`src/alarm_irq_pkg.sv`:
```
// Purpose: constants for the alarm polarity and interrupt mask block
// Assumes: byte-wide registers at the printed offsets
// Notes:   reset values and writable-bit masks live here
package alarm_irq_pkg;

  // ---------------------------------------------------------------------
  // register offsets
  // ---------------------------------------------------------------------
  localparam logic [7:0] POL_CFG_OFFSET   = 8'h16;
  localparam logic [7:0] LOSS_MASK_OFFSET = 8'h17;
  localparam logic [7:0] FLA_MASK_OFFSET  = 8'h18;

  // ---------------------------------------------------------------------
  // reset values and writable bits
  // ---------------------------------------------------------------------
  localparam logic [7:0] POL_CFG_RESET    = 8'hDF;
  localparam logic [7:0] LOSS_MASK_RESET  = 8'h1F;
  localparam logic [7:0] FLA_MASK_RESET   = 8'h3F;
  localparam logic [7:0] POL_CFG_WMASK    = 8'hDF;
  localparam logic [7:0] LOSS_MASK_WMASK  = 8'h1F;
  localparam logic [7:0] FLA_MASK_WMASK   = 8'h3F;

  // ---------------------------------------------------------------------
  // polarity register fields
  // ---------------------------------------------------------------------
  localparam int FRAME_REALIGN_INPUT_POLARITY_BIT    = 7;
  localparam int FRAME_SYNC_INPUT_POLARITY_BIT       = 6;
  localparam int FRAME_SYNC_OUTPUT_POLARITY_BIT      = 4;
  localparam int ACTIVE_CLOCK_INDICATOR_POLARITY_BIT = 3;
  localparam int BAD_CLOCK_INDICATOR_POLARITY_BIT    = 2;
  localparam int LOCK_LOSS_PIN_POLARITY_BIT          = 1;
  localparam int IRQ_PIN_POLARITY_BIT                = 0;

  // ---------------------------------------------------------------------
  // output pin slots
  // ---------------------------------------------------------------------
  localparam int PIN_COUNT     = 10;
  localparam int PIN_ACTV_BASE = 0;
  localparam int PIN_BAD_BASE  = 4;
  localparam int PIN_LOL       = 7;
  localparam int PIN_FSYNC_OUT = 8;
  localparam int PIN_IRQ       = 9;

  localparam logic [7:0] READ_UNMAPPED = 8'h00;

endpackage

```
`src/pin_drive.sv`:
```
// Purpose: one output pin with selectable active level and enable
// Assumes: level_i is active high internally
// Notes:   pin and enable come straight from flops
`timescale 1ns/1ps
module pin_drive (
  input  wire logic clk_i,      // system clock
  input  wire logic rst_n_i,    // async reset, active low
  input  wire logic level_i,    // internal status, active high
  input  wire logic pol_i,      // 1 active high, 0 active low
  input  wire logic en_i,       // reflect on pin
  output logic      pin_o,      // pin level
  output logic      oe_o        // pin driven when high
);

  always_ff @(posedge clk_i or negedge rst_n_i) begin
    if (!rst_n_i) begin
      pin_o <= 1'b0;
      oe_o  <= 1'b0;
    end else begin
      pin_o <= pol_i ? level_i : ~level_i;
      oe_o  <= en_i;
    end
  end

endmodule

```
`src/alarm_polarity_and_irq_mask.sv`:
```
// Purpose: pin polarity configuration and alarm interrupt masking
// Assumes: register port is the internal side of the serial port
// Notes:   alarm flags are held outside and are only read here
`timescale 1ns/1ps
module alarm_polarity_and_irq_mask (
  input  wire logic       CLK_I,          // 50 MHz system clock
  input  wire logic       RST_N_I,        // async reset, active low
  input  wire logic [7:0] REG_ADDR_I,     // register offset
  input  wire logic       REG_WR_I,       // write strobe
  input  wire logic [7:0] REG_WDATA_I,    // write data
  input  wire logic       REG_RD_I,       // read strobe
  output logic      [7:0] REG_RDATA_O,    // read data, next cycle
  input  wire logic [3:0] LOSS_FLAG_I,    // input4..1 signal loss flags
  input  wire logic       XTAL_LOSS_I,    // crystal signal loss flag
  input  wire logic       ALIGN_FLAG_I,   // frame alignment alarm flag
  input  wire logic [3:0] FOS_FLAG_I,     // input4..1 freq offset flags
  input  wire logic       LOL_FLAG_I,     // lock loss flag
  input  wire logic       IRQ_REFL_EN_I,  // reflect irq on shared pin
  input  wire logic       ALRM_REFL_EN_I, // summary alarm reflect enable
  input  wire logic       ALRM_STAT_I,    // summary alarm status
  input  wire logic [3:0] ACTV_STAT_I,    // active clock status 4..1
  input  wire logic [3:0] ACTV_EN_I,      // active pin enables 4..1
  input  wire logic [2:0] BAD_STAT_I,     // bad clock status 3..1
  input  wire logic [2:0] BAD_EN_I,       // bad pin enables 3..1
  input  wire logic       LOL_STAT_I,     // lock loss status
  input  wire logic       LOL_EN_I,       // lock loss pin enable
  input  wire logic       FSYNC_STAT_I,   // frame sync output, active high
  input  wire logic       REALIGN_PIN_I,  // frame realign input pin
  input  wire logic [1:0] FSYNC_PIN_I,    // clock input four/three pins
  output logic            IRQ_STATUS_O,   // interrupt status, active high
  output logic            REALIGN_O,      // realign active edge pulse
  output logic            REALIGN_LVL_O,  // realign pin asserted level
  output logic      [1:0] FSYNC_EDGE_O,   // frame sync edge pulses 4/3
  output logic      [3:0] ACTV_PIN_O,     // active indicator pins 4..1
  output logic      [3:0] ACTV_OE_O,      // active indicator enables
  output logic      [2:0] BAD_PIN_O,      // bad indicator pins 3..1
  output logic      [2:0] BAD_OE_O,       // bad indicator enables
  output logic            LOL_PIN_O,      // lock loss pin
  output logic            LOL_OE_O,       // lock loss pin enable
  output logic            FSYNC_OUT_O,    // frame sync output pin
  output logic            FSYNC_OUT_OE_O, // frame sync output enable
  output logic            IRQ_PIN_O,      // shared irq/alarm pin
  output logic            IRQ_OE_O        // shared pin enable
);

  // ---------------------------------------------------------------------
  // configuration registers
  // ---------------------------------------------------------------------
  logic [7:0] pin_polarity_config_r;
  logic [7:0] signal_loss_irq_mask_r;
  logic [7:0] freq_lock_align_irq_mask_r;

  always_ff @(posedge CLK_I or negedge RST_N_I) begin
    if (!RST_N_I) begin
      pin_polarity_config_r <= alarm_irq_pkg::POL_CFG_RESET;
    end else if (REG_WR_I &&
                 REG_ADDR_I == alarm_irq_pkg::POL_CFG_OFFSET) begin
      // reserved bit 5 stays zero
      pin_polarity_config_r <= REG_WDATA_I &
                               alarm_irq_pkg::POL_CFG_WMASK;
    end
  end

  // mask writes touch only these flops, never the flags
  always_ff @(posedge CLK_I or negedge RST_N_I) begin
    if (!RST_N_I) begin
      signal_loss_irq_mask_r <= alarm_irq_pkg::LOSS_MASK_RESET;
    end else if (REG_WR_I &&
                 REG_ADDR_I == alarm_irq_pkg::LOSS_MASK_OFFSET) begin
      signal_loss_irq_mask_r <= REG_WDATA_I & alarm_irq_pkg::LOSS_MASK_WMASK;
    end
  end

  // bits 7:6 are reserved and never stored
  always_ff @(posedge CLK_I or negedge RST_N_I) begin
    if (!RST_N_I) begin
      freq_lock_align_irq_mask_r <=
        alarm_irq_pkg::FLA_MASK_RESET;
    end else if (REG_WR_I &&
                 REG_ADDR_I == alarm_irq_pkg::FLA_MASK_OFFSET) begin
      freq_lock_align_irq_mask_r <= REG_WDATA_I &
                                    alarm_irq_pkg::FLA_MASK_WMASK;
    end
  end

  // ---------------------------------------------------------------------
  // register read
  // ---------------------------------------------------------------------
  logic [7:0] rdata_nxt;

  always_comb begin
    unique case (REG_ADDR_I)
      alarm_irq_pkg::POL_CFG_OFFSET:   rdata_nxt = pin_polarity_config_r;
      alarm_irq_pkg::LOSS_MASK_OFFSET: rdata_nxt = signal_loss_irq_mask_r;
      alarm_irq_pkg::FLA_MASK_OFFSET:  rdata_nxt = freq_lock_align_irq_mask_r;
      default:
        rdata_nxt = alarm_irq_pkg::READ_UNMAPPED;
    endcase
  end

  // read data holds between reads
  always_ff @(posedge CLK_I or negedge RST_N_I) begin
    if (!RST_N_I) begin
      REG_RDATA_O <= alarm_irq_pkg::READ_UNMAPPED;
    end else if (REG_RD_I) begin
      REG_RDATA_O <= rdata_nxt;
    end
  end

  // ---------------------------------------------------------------------
  // field aliases
  // ---------------------------------------------------------------------
  logic       frame_realign_input_polarity;
  logic       frame_sync_input_polarity;
  logic       frame_sync_output_polarity;
  logic       active_clock_indicator_polarity;
  logic       bad_clock_indicator_polarity;
  logic       lock_loss_pin_polarity;
  logic       irq_pin_polarity;
  logic [3:0] signal_loss_mask;
  logic       crystal_signal_loss_mask;
  logic       frame_alignment_alarm_mask;
  logic [3:0] freq_offset_mask;
  logic       lock_loss_irq_mask;

  assign frame_realign_input_polarity = pin_polarity_config_r[
    alarm_irq_pkg::FRAME_REALIGN_INPUT_POLARITY_BIT];
  assign frame_sync_input_polarity = pin_polarity_config_r[
    alarm_irq_pkg::FRAME_SYNC_INPUT_POLARITY_BIT];
  assign frame_sync_output_polarity = pin_polarity_config_r[
    alarm_irq_pkg::FRAME_SYNC_OUTPUT_POLARITY_BIT];
  assign active_clock_indicator_polarity = pin_polarity_config_r[
    alarm_irq_pkg::ACTIVE_CLOCK_INDICATOR_POLARITY_BIT];
  assign bad_clock_indicator_polarity = pin_polarity_config_r[
    alarm_irq_pkg::BAD_CLOCK_INDICATOR_POLARITY_BIT];
  assign lock_loss_pin_polarity = pin_polarity_config_r[
    alarm_irq_pkg::LOCK_LOSS_PIN_POLARITY_BIT];
  assign irq_pin_polarity = pin_polarity_config_r[
    alarm_irq_pkg::IRQ_PIN_POLARITY_BIT];

  assign signal_loss_mask           = signal_loss_irq_mask_r[4:1];
  assign crystal_signal_loss_mask   = signal_loss_irq_mask_r[0];
  assign frame_alignment_alarm_mask = freq_lock_align_irq_mask_r[5];
  assign freq_offset_mask           = freq_lock_align_irq_mask_r[4:1];
  assign lock_loss_irq_mask         = freq_lock_align_irq_mask_r[0];

  // ---------------------------------------------------------------------
  // interrupt status
  // ---------------------------------------------------------------------
  logic [3:0] loss_term;
  logic       xtal_term;
  logic       align_term;
  logic [3:0] fos_term;
  logic       lol_term;
  logic       irq_nxt;

  // one term per alarm source; a set mask bit drops that source only
  always_comb begin
    loss_term  = LOSS_FLAG_I & ~signal_loss_mask;
    xtal_term  = XTAL_LOSS_I & ~crystal_signal_loss_mask;
    align_term = ALIGN_FLAG_I & ~frame_alignment_alarm_mask;
    fos_term[3:1] = FOS_FLAG_I[3:1] & ~freq_offset_mask[3:1];
    fos_term[0]   = FOS_FLAG_I[0] & ~freq_offset_mask[0];
    lol_term   = LOL_FLAG_I & ~lock_loss_irq_mask;
    irq_nxt    = (|loss_term) | xtal_term | align_term
               | (|fos_term) | lol_term;
  end

  // status stays true-polarity; pin applies the level
  always_ff @(posedge CLK_I or negedge RST_N_I) begin
    if (!RST_N_I) begin
      IRQ_STATUS_O <= 1'b0;
    end else begin
      IRQ_STATUS_O <= irq_nxt;
    end
  end

  // ---------------------------------------------------------------------
  // input pin edge recognition
  // ---------------------------------------------------------------------
  logic       realign_prev_r;
  logic [1:0] fsync_prev_r;

  // prev starts at 0, the idle level of both pins at reset polarity
  always_ff @(posedge CLK_I or negedge RST_N_I) begin
    if (!RST_N_I) begin
      realign_prev_r <= 1'b0;
      fsync_prev_r   <= 2'h0;
    end else begin
      realign_prev_r <= REALIGN_PIN_I;
      fsync_prev_r   <= FSYNC_PIN_I;
    end
  end

  // 1 detects rising edge, 0 falling edge
  always_ff @(posedge CLK_I or negedge RST_N_I) begin
    if (!RST_N_I) begin
      REALIGN_O     <= 1'b0;
      REALIGN_LVL_O <= 1'b0;
    end else begin
      REALIGN_O <= frame_realign_input_polarity ?
                   (REALIGN_PIN_I & ~realign_prev_r) :
                   (~REALIGN_PIN_I & realign_prev_r);
      REALIGN_LVL_O <= ~(REALIGN_PIN_I ^
                         frame_realign_input_polarity);
    end
  end

  always_ff @(posedge CLK_I or negedge RST_N_I) begin
    if (!RST_N_I) begin
      FSYNC_EDGE_O <= 2'h0;
    end else begin
      FSYNC_EDGE_O <= frame_sync_input_polarity ?
                      (FSYNC_PIN_I & ~fsync_prev_r) :
                      (~FSYNC_PIN_I & fsync_prev_r);
    end
  end

  // ---------------------------------------------------------------------
  // output pins
  // ---------------------------------------------------------------------
  logic [alarm_irq_pkg::PIN_COUNT-1:0] pin_level;
  logic [alarm_irq_pkg::PIN_COUNT-1:0] pin_pol;
  logic [alarm_irq_pkg::PIN_COUNT-1:0] pin_en;
  logic [alarm_irq_pkg::PIN_COUNT-1:0] pin_val;
  logic [alarm_irq_pkg::PIN_COUNT-1:0] pin_oe;
  logic                                shared_level;
  logic                                shared_pol;

  // ---------------------------------------------------------------------
  // shared irq/alarm pin source
  // ---------------------------------------------------------------------
  // irq reflection overrides the summary alarm request
  always_comb begin
    if (IRQ_REFL_EN_I) begin
      shared_level = irq_nxt;
      shared_pol   = irq_pin_polarity;
    end else begin
      shared_level = ALRM_STAT_I;
      shared_pol   = bad_clock_indicator_polarity;
    end
  end

  // slots follow the package indices, so a moved slot cannot skew pins
  always_comb begin
    pin_level = '0;
    pin_pol   = '0;
    pin_en    = '0;

    pin_level[alarm_irq_pkg::PIN_ACTV_BASE +: 4] = ACTV_STAT_I;
    pin_pol[alarm_irq_pkg::PIN_ACTV_BASE +: 4]   =
      {4{active_clock_indicator_polarity}};
    pin_en[alarm_irq_pkg::PIN_ACTV_BASE +: 4]    = ACTV_EN_I;

    pin_level[alarm_irq_pkg::PIN_BAD_BASE +: 3] = BAD_STAT_I;
    pin_pol[alarm_irq_pkg::PIN_BAD_BASE +: 3]   =
      {3{bad_clock_indicator_polarity}};
    pin_en[alarm_irq_pkg::PIN_BAD_BASE +: 3]    = BAD_EN_I;

    pin_level[alarm_irq_pkg::PIN_LOL] = LOL_STAT_I;
    pin_pol[alarm_irq_pkg::PIN_LOL]   =
      lock_loss_pin_polarity;
    pin_en[alarm_irq_pkg::PIN_LOL]    = LOL_EN_I;

    // frame sync output is always driven
    pin_level[alarm_irq_pkg::PIN_FSYNC_OUT] = FSYNC_STAT_I;
    pin_pol[alarm_irq_pkg::PIN_FSYNC_OUT]   =
      frame_sync_output_polarity;
    pin_en[alarm_irq_pkg::PIN_FSYNC_OUT]    = 1'b1;

    pin_level[alarm_irq_pkg::PIN_IRQ] = shared_level;
    pin_pol[alarm_irq_pkg::PIN_IRQ]   = shared_pol;
    pin_en[alarm_irq_pkg::PIN_IRQ]    =
      IRQ_REFL_EN_I | ALRM_REFL_EN_I;
  end

  // every pin value and enable leaves through a flop
  genvar gi;
  generate
    for (gi = 0; gi < alarm_irq_pkg::PIN_COUNT; gi++) begin : g_pin
      pin_drive u_pin (
        .clk_i   (CLK_I),
        .rst_n_i (RST_N_I),
        .level_i (pin_level[gi]),
        .pol_i   (pin_pol[gi]),
        .en_i    (pin_en[gi]),
        .pin_o   (pin_val[gi]),
        .oe_o    (pin_oe[gi])
      );
    end
  endgenerate

  // unpack the flopped slots onto the named pins
  assign ACTV_PIN_O     = pin_val[alarm_irq_pkg::PIN_ACTV_BASE +: 4];
  assign ACTV_OE_O      = pin_oe[alarm_irq_pkg::PIN_ACTV_BASE +: 4];
  assign BAD_PIN_O      = pin_val[alarm_irq_pkg::PIN_BAD_BASE +: 3];
  assign BAD_OE_O       = pin_oe[alarm_irq_pkg::PIN_BAD_BASE +: 3];
  assign LOL_PIN_O      = pin_val[alarm_irq_pkg::PIN_LOL];
  assign LOL_OE_O       = pin_oe[alarm_irq_pkg::PIN_LOL];
  assign FSYNC_OUT_O    = pin_val[alarm_irq_pkg::PIN_FSYNC_OUT];
  assign FSYNC_OUT_OE_O = pin_oe[alarm_irq_pkg::PIN_FSYNC_OUT];
  assign IRQ_PIN_O      = pin_val[alarm_irq_pkg::PIN_IRQ];
  assign IRQ_OE_O       = pin_oe[alarm_irq_pkg::PIN_IRQ];

endmodule

```
`config.mk`:
```
export PLATFORM = sky130hd
export DESIGN_NAME = alarm_polarity_and_irq_mask
export DESIGN_NICKNAME = d
export VERILOG_FILES = /design/src/alarm_irq_pkg.sv /design/src/pin_drive.sv /design/src/alarm_polarity_and_irq_mask.sv
export SDC_FILE = /design/constraint.sdc
export NUM_CORES = 1
export LEC_CHECK = 0
export BUFFER_PORTS_ARGS = -buffer_cell sky130_fd_sc_hd__clkbuf_2
export CORE_MARGIN = 2
export CORE_UTILIZATION = 45
export CTS_BUF_LIST = sky130_fd_sc_hd__clkbuf_8
export DETAILED_ROUTE_END_ITERATION = 10
export GPL_TIMING_DRIVEN = 0
export PLACE_DENSITY = 0.78
export SKIP_LAST_GASP = 1
export SYNTH_ARGS = -nofsm -noshare
export SYNTH_HDL_FRONTEND = slang
export SYNTH_HIERARCHICAL = 1
export SYNTH_SLANG_ARGS = --single-unit
```
`constraint.sdc`:
```
create_clock -name CLK_I -period 1.5 [get_ports CLK_I]
set_clock_uncertainty 0.2 [all_clocks]
set_input_delay 0.075 -clock CLK_I [delete_from_list [all_inputs] [get_ports CLK_I]]
set_output_delay 0.075 -clock CLK_I [all_outputs]
set_load 0.1 [all_outputs]
```
==> results of run 1 <==
-- metal layers --
layer | track usage, % | up-vias | share of wire (%)
met3 | 4.94 | 6 | 5.9
li1 | - | 812 | -
met2 | 36.4 | 69 | 53
met1 | 23.1 | 830 | 40
met5 | 0 | - | 0
met4 | 5.45 | 0 | 0.98
-- cell usage in the layout (no fill, tap or decap), types with 4 or more instances in the layout --
| master | n |
|---|---|
| a22oi_1 | 5 |
| buf_4 | 6 |
| clkbuf_2 | 84 |
| clkbuf_8 | 6 |
| dfrtp_1 | 36 |
| dfstp_2 | 18 |
| dlygate4sd3_1 | 39 |
| inv_1 | 10 |
| mux2_2 | 24 |
| nand2_1 | 4 |
| nor2b_1 | 7 |
| o21ai_0 | 5 |
| o22ai_1 | 6 |
| xnor2_1 | 11 |
-- synthesized netlist by cell type (all sizes together), types with 2 or more instances --
master	instances	area share (%)
a22oi	5	1.7
nor2b	9	2.6
nand3b	2	0.68
dfstp	18	22
clkbuf	2	0.34
mux2	24	12
nand2	4	0.68
nand2b	2	0.57
o22ai	6	1.7
dfrtp	36	41
a2111oi	2	0.80
nand4	3	1.5
nor4b	3	2.6
nor2	2	0.34
o21ai	5	1.1
xnor2	11	4.4
inv	10	1.7
nand3	3	1.8
-- stage by stage --
step / instance area, um^2 / TNS (ns) / worst slack, ns / util [%] / total power, mW
detailed placement: 2720 / -3.02 / -0.162 / 57.5 / 2.24
finish: 3310 / -0.155 / -0.103 / 70.1 / 3.16
global placement: 2720 / -1.97 / -0.133 / 57.5 / 2.23
floorplan: 2210 / -0.00709 / -0.00709 / - / 2.05
global route: 3310 / -0.259 / -0.150 / 70.1 / 3.29
CTS: 3210 / -0.266 / -0.155 / 67.9 / 3.16
-- final cells by class --
type | instances | area [um^2]
Buffer | 3 | 18.8
Inverter | 10 | 37.5
Fill cell | 335 | 1410
Sequential cell | 54 | 1370
Tap cell | 67 | 83.8
Clock buffer | 6 | 82.6
Multi-Input combinational cell | 87 | 823
Clock inverter | 2 | 12.5
Timing Repair Buffer | 131 | 881
-- state kept, by name, summed over array words and instances (netlist names) --
| signal | cells |
|---|---|
| fsync_prev_r | 2 |
| g_pin.u_pin/oe_o | 10 |
| FSYNC_EDGE_O | 2 |
| REALIGN_O | 1 |
| g_pin.u_pin/pin_o | 10 |
| realign_prev_r | 1 |
| REG_RDATA_O | 8 |
| pin_polarity_config_r | 7 |
| IRQ_STATUS_O | 1 |
| signal_loss_irq_mask_r | 5 |
| freq_lock_align_irq_mask_r | 6 |
| REALIGN_LVL_O | 1 |
-- power groups by stage --
stage / clock network (mW) / registers [mW] / logic, mW
global placement: 0 / 1.61 / 0.622
finish: 0.839 / 1.59 / 0.737
CTS: 0.863 / 1.58 / 0.711
global route: 0.920 / 1.60 / 0.775
detailed placement: 0 / 1.61 / 0.630
floorplan: 0 / 1.94 / 0.110
-- worst register-to-register path, stage by stage, from the launching register on --
cell and delay (ns):
dfstp_2 0.56, nor2b_2 0.05, a2111oi_4 0.38, a31oi_2 0.15, xnor2_1 0.15
-- worst min-delay path by stage --
| stage | start | cells past startpoint | end | slack (ns) |
|---|---|---|---|---|
| floorplan | RST_N_I | 0 | FSYNC_EDGE_O[0]$_DFF_PN0_ | -0.42 |
| global placement | BAD_EN_I[1] | 1 | g_pin[5].u_pin/oe_o$_DFF_PN0_ | -0.02 |
| detailed placement | LOL_EN_I | 1 | g_pin[7].u_pin/oe_o$_DFF_PN0_ | -0.01 |
| CTS | RST_N_I | 1 | REG_RDATA_O[4]$_DFFE_PN0P_ | -0.13 |
| global route | REG_ADDR_I[5] | 4 | REG_RDATA_O[7]$_DFFE_PN0P_ | -0.03 |
| finish | REG_ADDR_I[6] | 4 | REG_RDATA_O[7]$_DFFE_PN0P_ | -0.05 |
-- what timing repair did --
action | CTS | global route
pin swaps | 2 | 5
endpoints found under the setup margin | 2 | 3
setup buffers | 2 | 4
hold buffers | 38 | 1
endpoints found under the hold margin | 89 | 39
resized for setup | 0 | 7
-- kinds of logic after synthesis --
group	count (synthesis)
AND/OR/NAND/NOR	32
other	1
AO/OA/AOI/OAI	19
XOR/XNOR	11
multiplexers	24
flip-flops	54
buffers and inverters	13
==> impl_metrics.tcl, run 1 <==
set metrics [dict create \
    ys_ff_latch 54 \
    die_area_mm2 0.00545 \
    max_stage_delay_ns 0.56 \
    p_sw_mw 1.01 \
    drc 0 \
    holdWs_ns -0.0536 \
    power_density_mw_per_mm2 954 \
    ant_nets 0 \
    synth_cell_types 28 \
    critPathKind "reg2reg" \
    wirelength_um 5300 \
    clk_pin_slew_ns 0.09 \
    timing.rr.start "signal_loss_irq_mask_r[1]$_DFFE_PN1P_" \
    internal-power_mw 2.15 \
    r2r_cells 4 \
    crit_cells 4 \
    clock_path_buffers 2 \
    cts_buffers 5 \
    critPathBufInv 0 \
    synth_xor_area_share_pct 4.39 \
    fin_ws_ns -0.103 \
    grt_pass1_wl_um 8070 \
    hold_path_class "in2reg" \
    wl_per_cell_um 14.7 \
    place_inst 306 \
    grt_overflow_total 0 \
    gp_congestion 0.740 \
    synth_fa_ha_area_share_pct 0 \
    fin_cells 360 \
    max-cap-violations 0 \
    cts_sinks 54 \
    drt_iter0_drc 53 \
    rr_endpoint "g_pin[9].u_pin/pin_o$_DFF_PN0_" \
    synthMuxAreaShare_pct 12.3 \
    ctsRootBufferMaster "clkbuf_8" \
    endpoint_kind "register" \
    core_mm2 0.00472 \
    viasPerCell 4.77 \
    num_antenna_cells 0 \
    reg2reg_slack_ns -0.10 \
    start_kind "register" \
    worst_slew_pin_slew_ns 0.623 \
    status "finished with violations" \
    synthArstFlopShare_pct 100 \
    ctsHtreeMaxLevel 2 \
    arrival_ns 1.60 \
    ir_drop_v 0.000680 \
    setup_viol 2 \
    hpwl_um 3340 \
    netlist_area_mm2 0.00219 \
    grt_antenna_before_repair 0 \
    crit_start "signal_loss_irq_mask_r[1]$_DFFE_PN1P_" \
    synth_top_family_by_area "multiplexers" \
    synth_edf_count 0 \
    period_minus_slack_ns 1.60 \
    grt_max_degree 55 \
    violations "negative hold slack, negative setup slack" \
    maxSlewViolCount 0 \
    cts_tree "yes" \
    path_max_fanout 3 \
    crit_family "flip-flops" \
    initial_utilization_pct 46.4 \
    pwr-share-seq_pct 50.2 \
    swShare_pct 32.1 \
    clock.fmax_mhz 624 \
    crit_slowest_cell "dfstp_2" \
    cp_data_required_time_ns 1.50 \
    drt_first_pass_iters 4 \
    num_vias 1717 \
    die_h_um 73.8 \
    nets 346 \
    port_buffers 85 \
    grt.total_usage_pct 20.0 \
    cp-endpoint "g_pin[9].u_pin/pin_o$_DFF_PN0_" \
    rsz0062_at_grt "true" \
    area_growth_pct 51.1 \
    synth-seq-area-share_pct 62.6 \
    layout-drive-gt1-share_pct 53.6 \
    synth_compound_area_share_pct 5.65 \
    yosys.area_share.simple_pct 12.3 \
    yosys_most_used_dff "dfrtp_1" \
    relSlewSlack_pct 58.3 \
    syn_inst 154 \
    grt_pass1_vias 1720 \
    syn_area_per_cell_um2 14.2 \
    die_w_um 73.8 \
    boundaryPins 87 \
    crit_chain "nor2b_2 -> a2111oi_4 -> a31oi_2 -> xnor2_1" \
    pwr-share-clk_pct 26.5 \
    clock_latency_ns 0.31 \
    finalCritPeriodShare_pct 107 \
    p_leak_nw 1.50 \
    hold_viol_final 2 \
    rows 25 \
    comb_power_share_pct 23.3 \
    syn_nets 208 \
    synth_warnings 6 \
]
Note: power is estimated with default switching activity, not from simulation.
==> inputs of run 2 (changes only) <==
--- a/config.mk
+++ b/config.mk
@@ -7,13 +7,13 @@
 export LEC_CHECK = 0
 export BUFFER_PORTS_ARGS = -buffer_cell sky130_fd_sc_hd__clkbuf_2
 export CORE_MARGIN = 2
-export CORE_UTILIZATION = 45
+export CORE_UTILIZATION = 50
 export CTS_BUF_LIST = sky130_fd_sc_hd__clkbuf_8
 export DETAILED_ROUTE_END_ITERATION = 10
-export GPL_TIMING_DRIVEN = 0
-export PLACE_DENSITY = 0.78
+export PLACE_DENSITY = 0.82
 export SKIP_LAST_GASP = 1
 export SYNTH_ARGS = -nofsm -noshare
 export SYNTH_HDL_FRONTEND = slang
 export SYNTH_HIERARCHICAL = 1
 export SYNTH_SLANG_ARGS = --single-unit
+export TNS_END_PERCENT = 50
==> constraint.sdc (replaced) <==
create_clock -name CLK_I -period 1.6 [get_ports CLK_I]
set_clock_uncertainty 0.2 [all_clocks]
set_input_delay 0.08 -clock CLK_I [delete_from_list [all_inputs] [get_ports CLK_I]]
set_output_delay 0.08 -clock CLK_I [all_outputs]
set_load 0.1 [all_outputs]
==> run 2 against run 1 <==
The run ends with negative setup slack left. First-iteration DRC count increased by 49%. Routed wire length increased by 3.6%. Maximum frequency decreased by 5.3%. Combinational power decreased by 6.9%. Via count increased by 0.93%. Critical endpoint unchanged.
==> impl_metrics.tcl, run 2 (synthesis gave the netlist of run 1 again) <==
set metrics [dict create \
    crit_chain "nor2b_2 -> a2111oi_2 -> buf_4 -> a31oi_4 -> xnor2_1" \
    area_growth_pct 49.9 \
    nFillCells 276 \
    wl_met2_um 3120 \
    route.top_layer_used "met4" \
    drt_first_pass_iters 4 \
    final_common_cell "clkbuf_2" \
    layout_common_cells "86 x clkbuf_2, 37 x dlygate4sd3_1, 36 x dfrtp_1" \
    die_w_um 70.2 \
    crit_cells 5 \
    status "finished with violations" \
    clock_latency_ns 0.30 \
    hold_depth 3 \
    num_vias 1733 \
    viasPerCell 5.08 \
    cp_data_required_time_ns 1.59 \
    wirelength_um 5490 \
    grt_max_degree 55 \
    ant_nets 0 \
    crit_family "flip-flops" \
    ctsHtreeMaxLevel 2 \
    arrival_ns 1.69 \
    nets 341 \
    layout-drive-gt1-share_pct 53.5 \
    grt_pass1_wl_um 8700 \
    critPathKind "reg2reg" \
    timing.rr.start "signal_loss_irq_mask_r[1]$_DFFE_PN1P_" \
    port_buffers 86 \
    grt.total_usage_pct 23.0 \
    boundaryPins 87 \
    hold_start "REG_WR_I" \
    crit_slowest_cell "dfstp_2" \
    hold_viol_final 0 \
    r2r_cells 5 \
    cts_sinks 54 \
    violations "negative setup slack" \
    clk_pin_slew_ns 0.09 \
    rr_endpoint "g_pin[9].u_pin/pin_o$_DFF_PN0_" \
    critPathBufInv 1 \
    grt_overflow_total 0 \
    largestRegisters "g_pin.u_pin/oe_o x10, g_pin.u_pin/pin_o x10, REG_RDATA_O x8" \
    cts_tree "yes" \
    gp_congestion 0.820 \
    maxSlewViolCount 0 \
    endpoint_kind "register" \
    fin_ws_ns -0.0930 \
    relSlewSlack_pct 61.7 \
    period_minus_slack_ns 1.69 \
    worst_slew_pin_slew_ns 0.577 \
    ctsRootBufferMaster "clkbuf_8" \
    m1WireLength_um 1900 \
    holdWs_ns 0.0456 \
    clock.fmax_mhz 591 \
    finalCritPeriodShare_pct 106 \
    dp_slack_ns -0.121 \
    setup_viol 1 \
    fin_cells 341 \
    initial_utilization_pct 51.1 \
    grt_pass1_vias 1843 \
    hpwl_um 3500 \
    drc 0 \
    dr_wl_met3_um 282 \
    ir_drop_v 0.000774 \
    wl_per_cell_um 16.1 \
    max-cap-violations 0 \
    finalSetupTns_ns -0.0930 \
    clock_path_buffers 2 \
    max_stage_delay_ns 0.57 \
    p_leak_nw 1.50 \
    drt_iter0_drc 79 \
    hold_path_class "in2reg" \
    start_kind "register" \
    min_to "freq_lock_align_irq_mask_r[2]$_DFFE_PN1P_" \
    grt_antenna_before_repair 1 \
    path_max_fanout 3 \
    die_h_um 70.2 \
    core_mm2 0.00429 \
    place_inst 294 \
    rows 24 \
    die_area_mm2 0.00493 \
    reg2reg_slack_ns -0.09 \
    rsz0062_at_grt "true" \
    cts_buffers 5 \
    power_density_mw_per_mm2 983 \
]
-- run 2: worst max path at each step --
stage                                                   start                              to  slack [ns]
finish                  signal_loss_irq_mask_r[1]$_DFFE_PN1P_  g_pin[9].u_pin/pin_o$_DFF_PN0_       -0.09
global route            signal_loss_irq_mask_r[1]$_DFFE_PN1P_  g_pin[9].u_pin/pin_o$_DFF_PN0_       -0.12
CTS                 freq_lock_align_irq_mask_r[2]$_DFFE_PN1P_  g_pin[9].u_pin/pin_o$_DFF_PN0_       -0.05
detailed placement      signal_loss_irq_mask_r[1]$_DFFE_PN1P_  g_pin[9].u_pin/pin_o$_DFF_PN0_       -0.12
global placement        signal_loss_irq_mask_r[1]$_DFFE_PN1P_  g_pin[9].u_pin/pin_o$_DFF_PN0_        -0.1
floorplan               signal_loss_irq_mask_r[1]$_DFFE_PN1P_  g_pin[9].u_pin/pin_o$_DFF_PN0_        0.02
-- run 2: what timing repair did --
item,in CTS,in global routing
hold endpoints to repair,107,0
gates resized for setup,2,5
pin swaps,1,2
gates cloned,0,0
hold buffers,37,0
endpoints found under the setup margin,2,2
buffers inserted,1,0
-- run 2: cell type report --
| type | instances | area, um^2 | area share, % |
|---|---|---|---|
| sequential | 54 | 1370 | 41.8 |
| multi-input combinational | 87 | 812 | 24.7 |
| tap | 52 | 65.1 | 1.98 |
| timing repair buffer | 129 | 858 | 26.1 |
| antenna | 1 | 2.50 | 0.0761 |
| inverter | 10 | 37.5 | 1.14 |
| clock buffer | 5 | 68.8 | 2.09 |
| clock inverter | 3 | 68.8 | 2.09 |
-- run 2: per-stage QoR --
| step | cell area [um^2] | power [mW] | util (%) |
|---|---|---|---|
| 4_1_cts | 3250 | 3.23 | 75.6 |
| 5_1_grt | 3290 | 3.35 | 76.5 |
| 2_1_floorplan | 2200 | 1.92 | - |
| 3_3_place_gp | 2720 | 2.09 | 63.4 |
| 3_5_place_dp | 2720 | 2.10 | 63.4 |
| 6_report | 3290 | 3.23 | 76.5 |
-- run 2: report_power, final --
part / switching, mW / internal [mW]
logic: 0.477 / 0.209
registers: 0.0365 / 1.45
clock network: 0.433 / 0.626
total: 0.947 / 2.29
-- run 2: metal layers --
| layer | up-vias | global-route usage [%] |
|---|---|---|
| met3 | 19 | 4.91 |
| met4 | 0 | 11.8 |
| met5 | - | 0 |
| met1 | 850 | 24.0 |
| met2 | 61 | 42.7 |
| li1 | 803 | - |
-- run 2: worst register-to-register path, cell delays in order (launching register included) --
cell and delay, ns:
dfstp_2 0.57, nor2b_2 0.05, a2111oi_2 0.34, buf_4 0.19, a31oi_4 0.08, xnor2_1 0.15
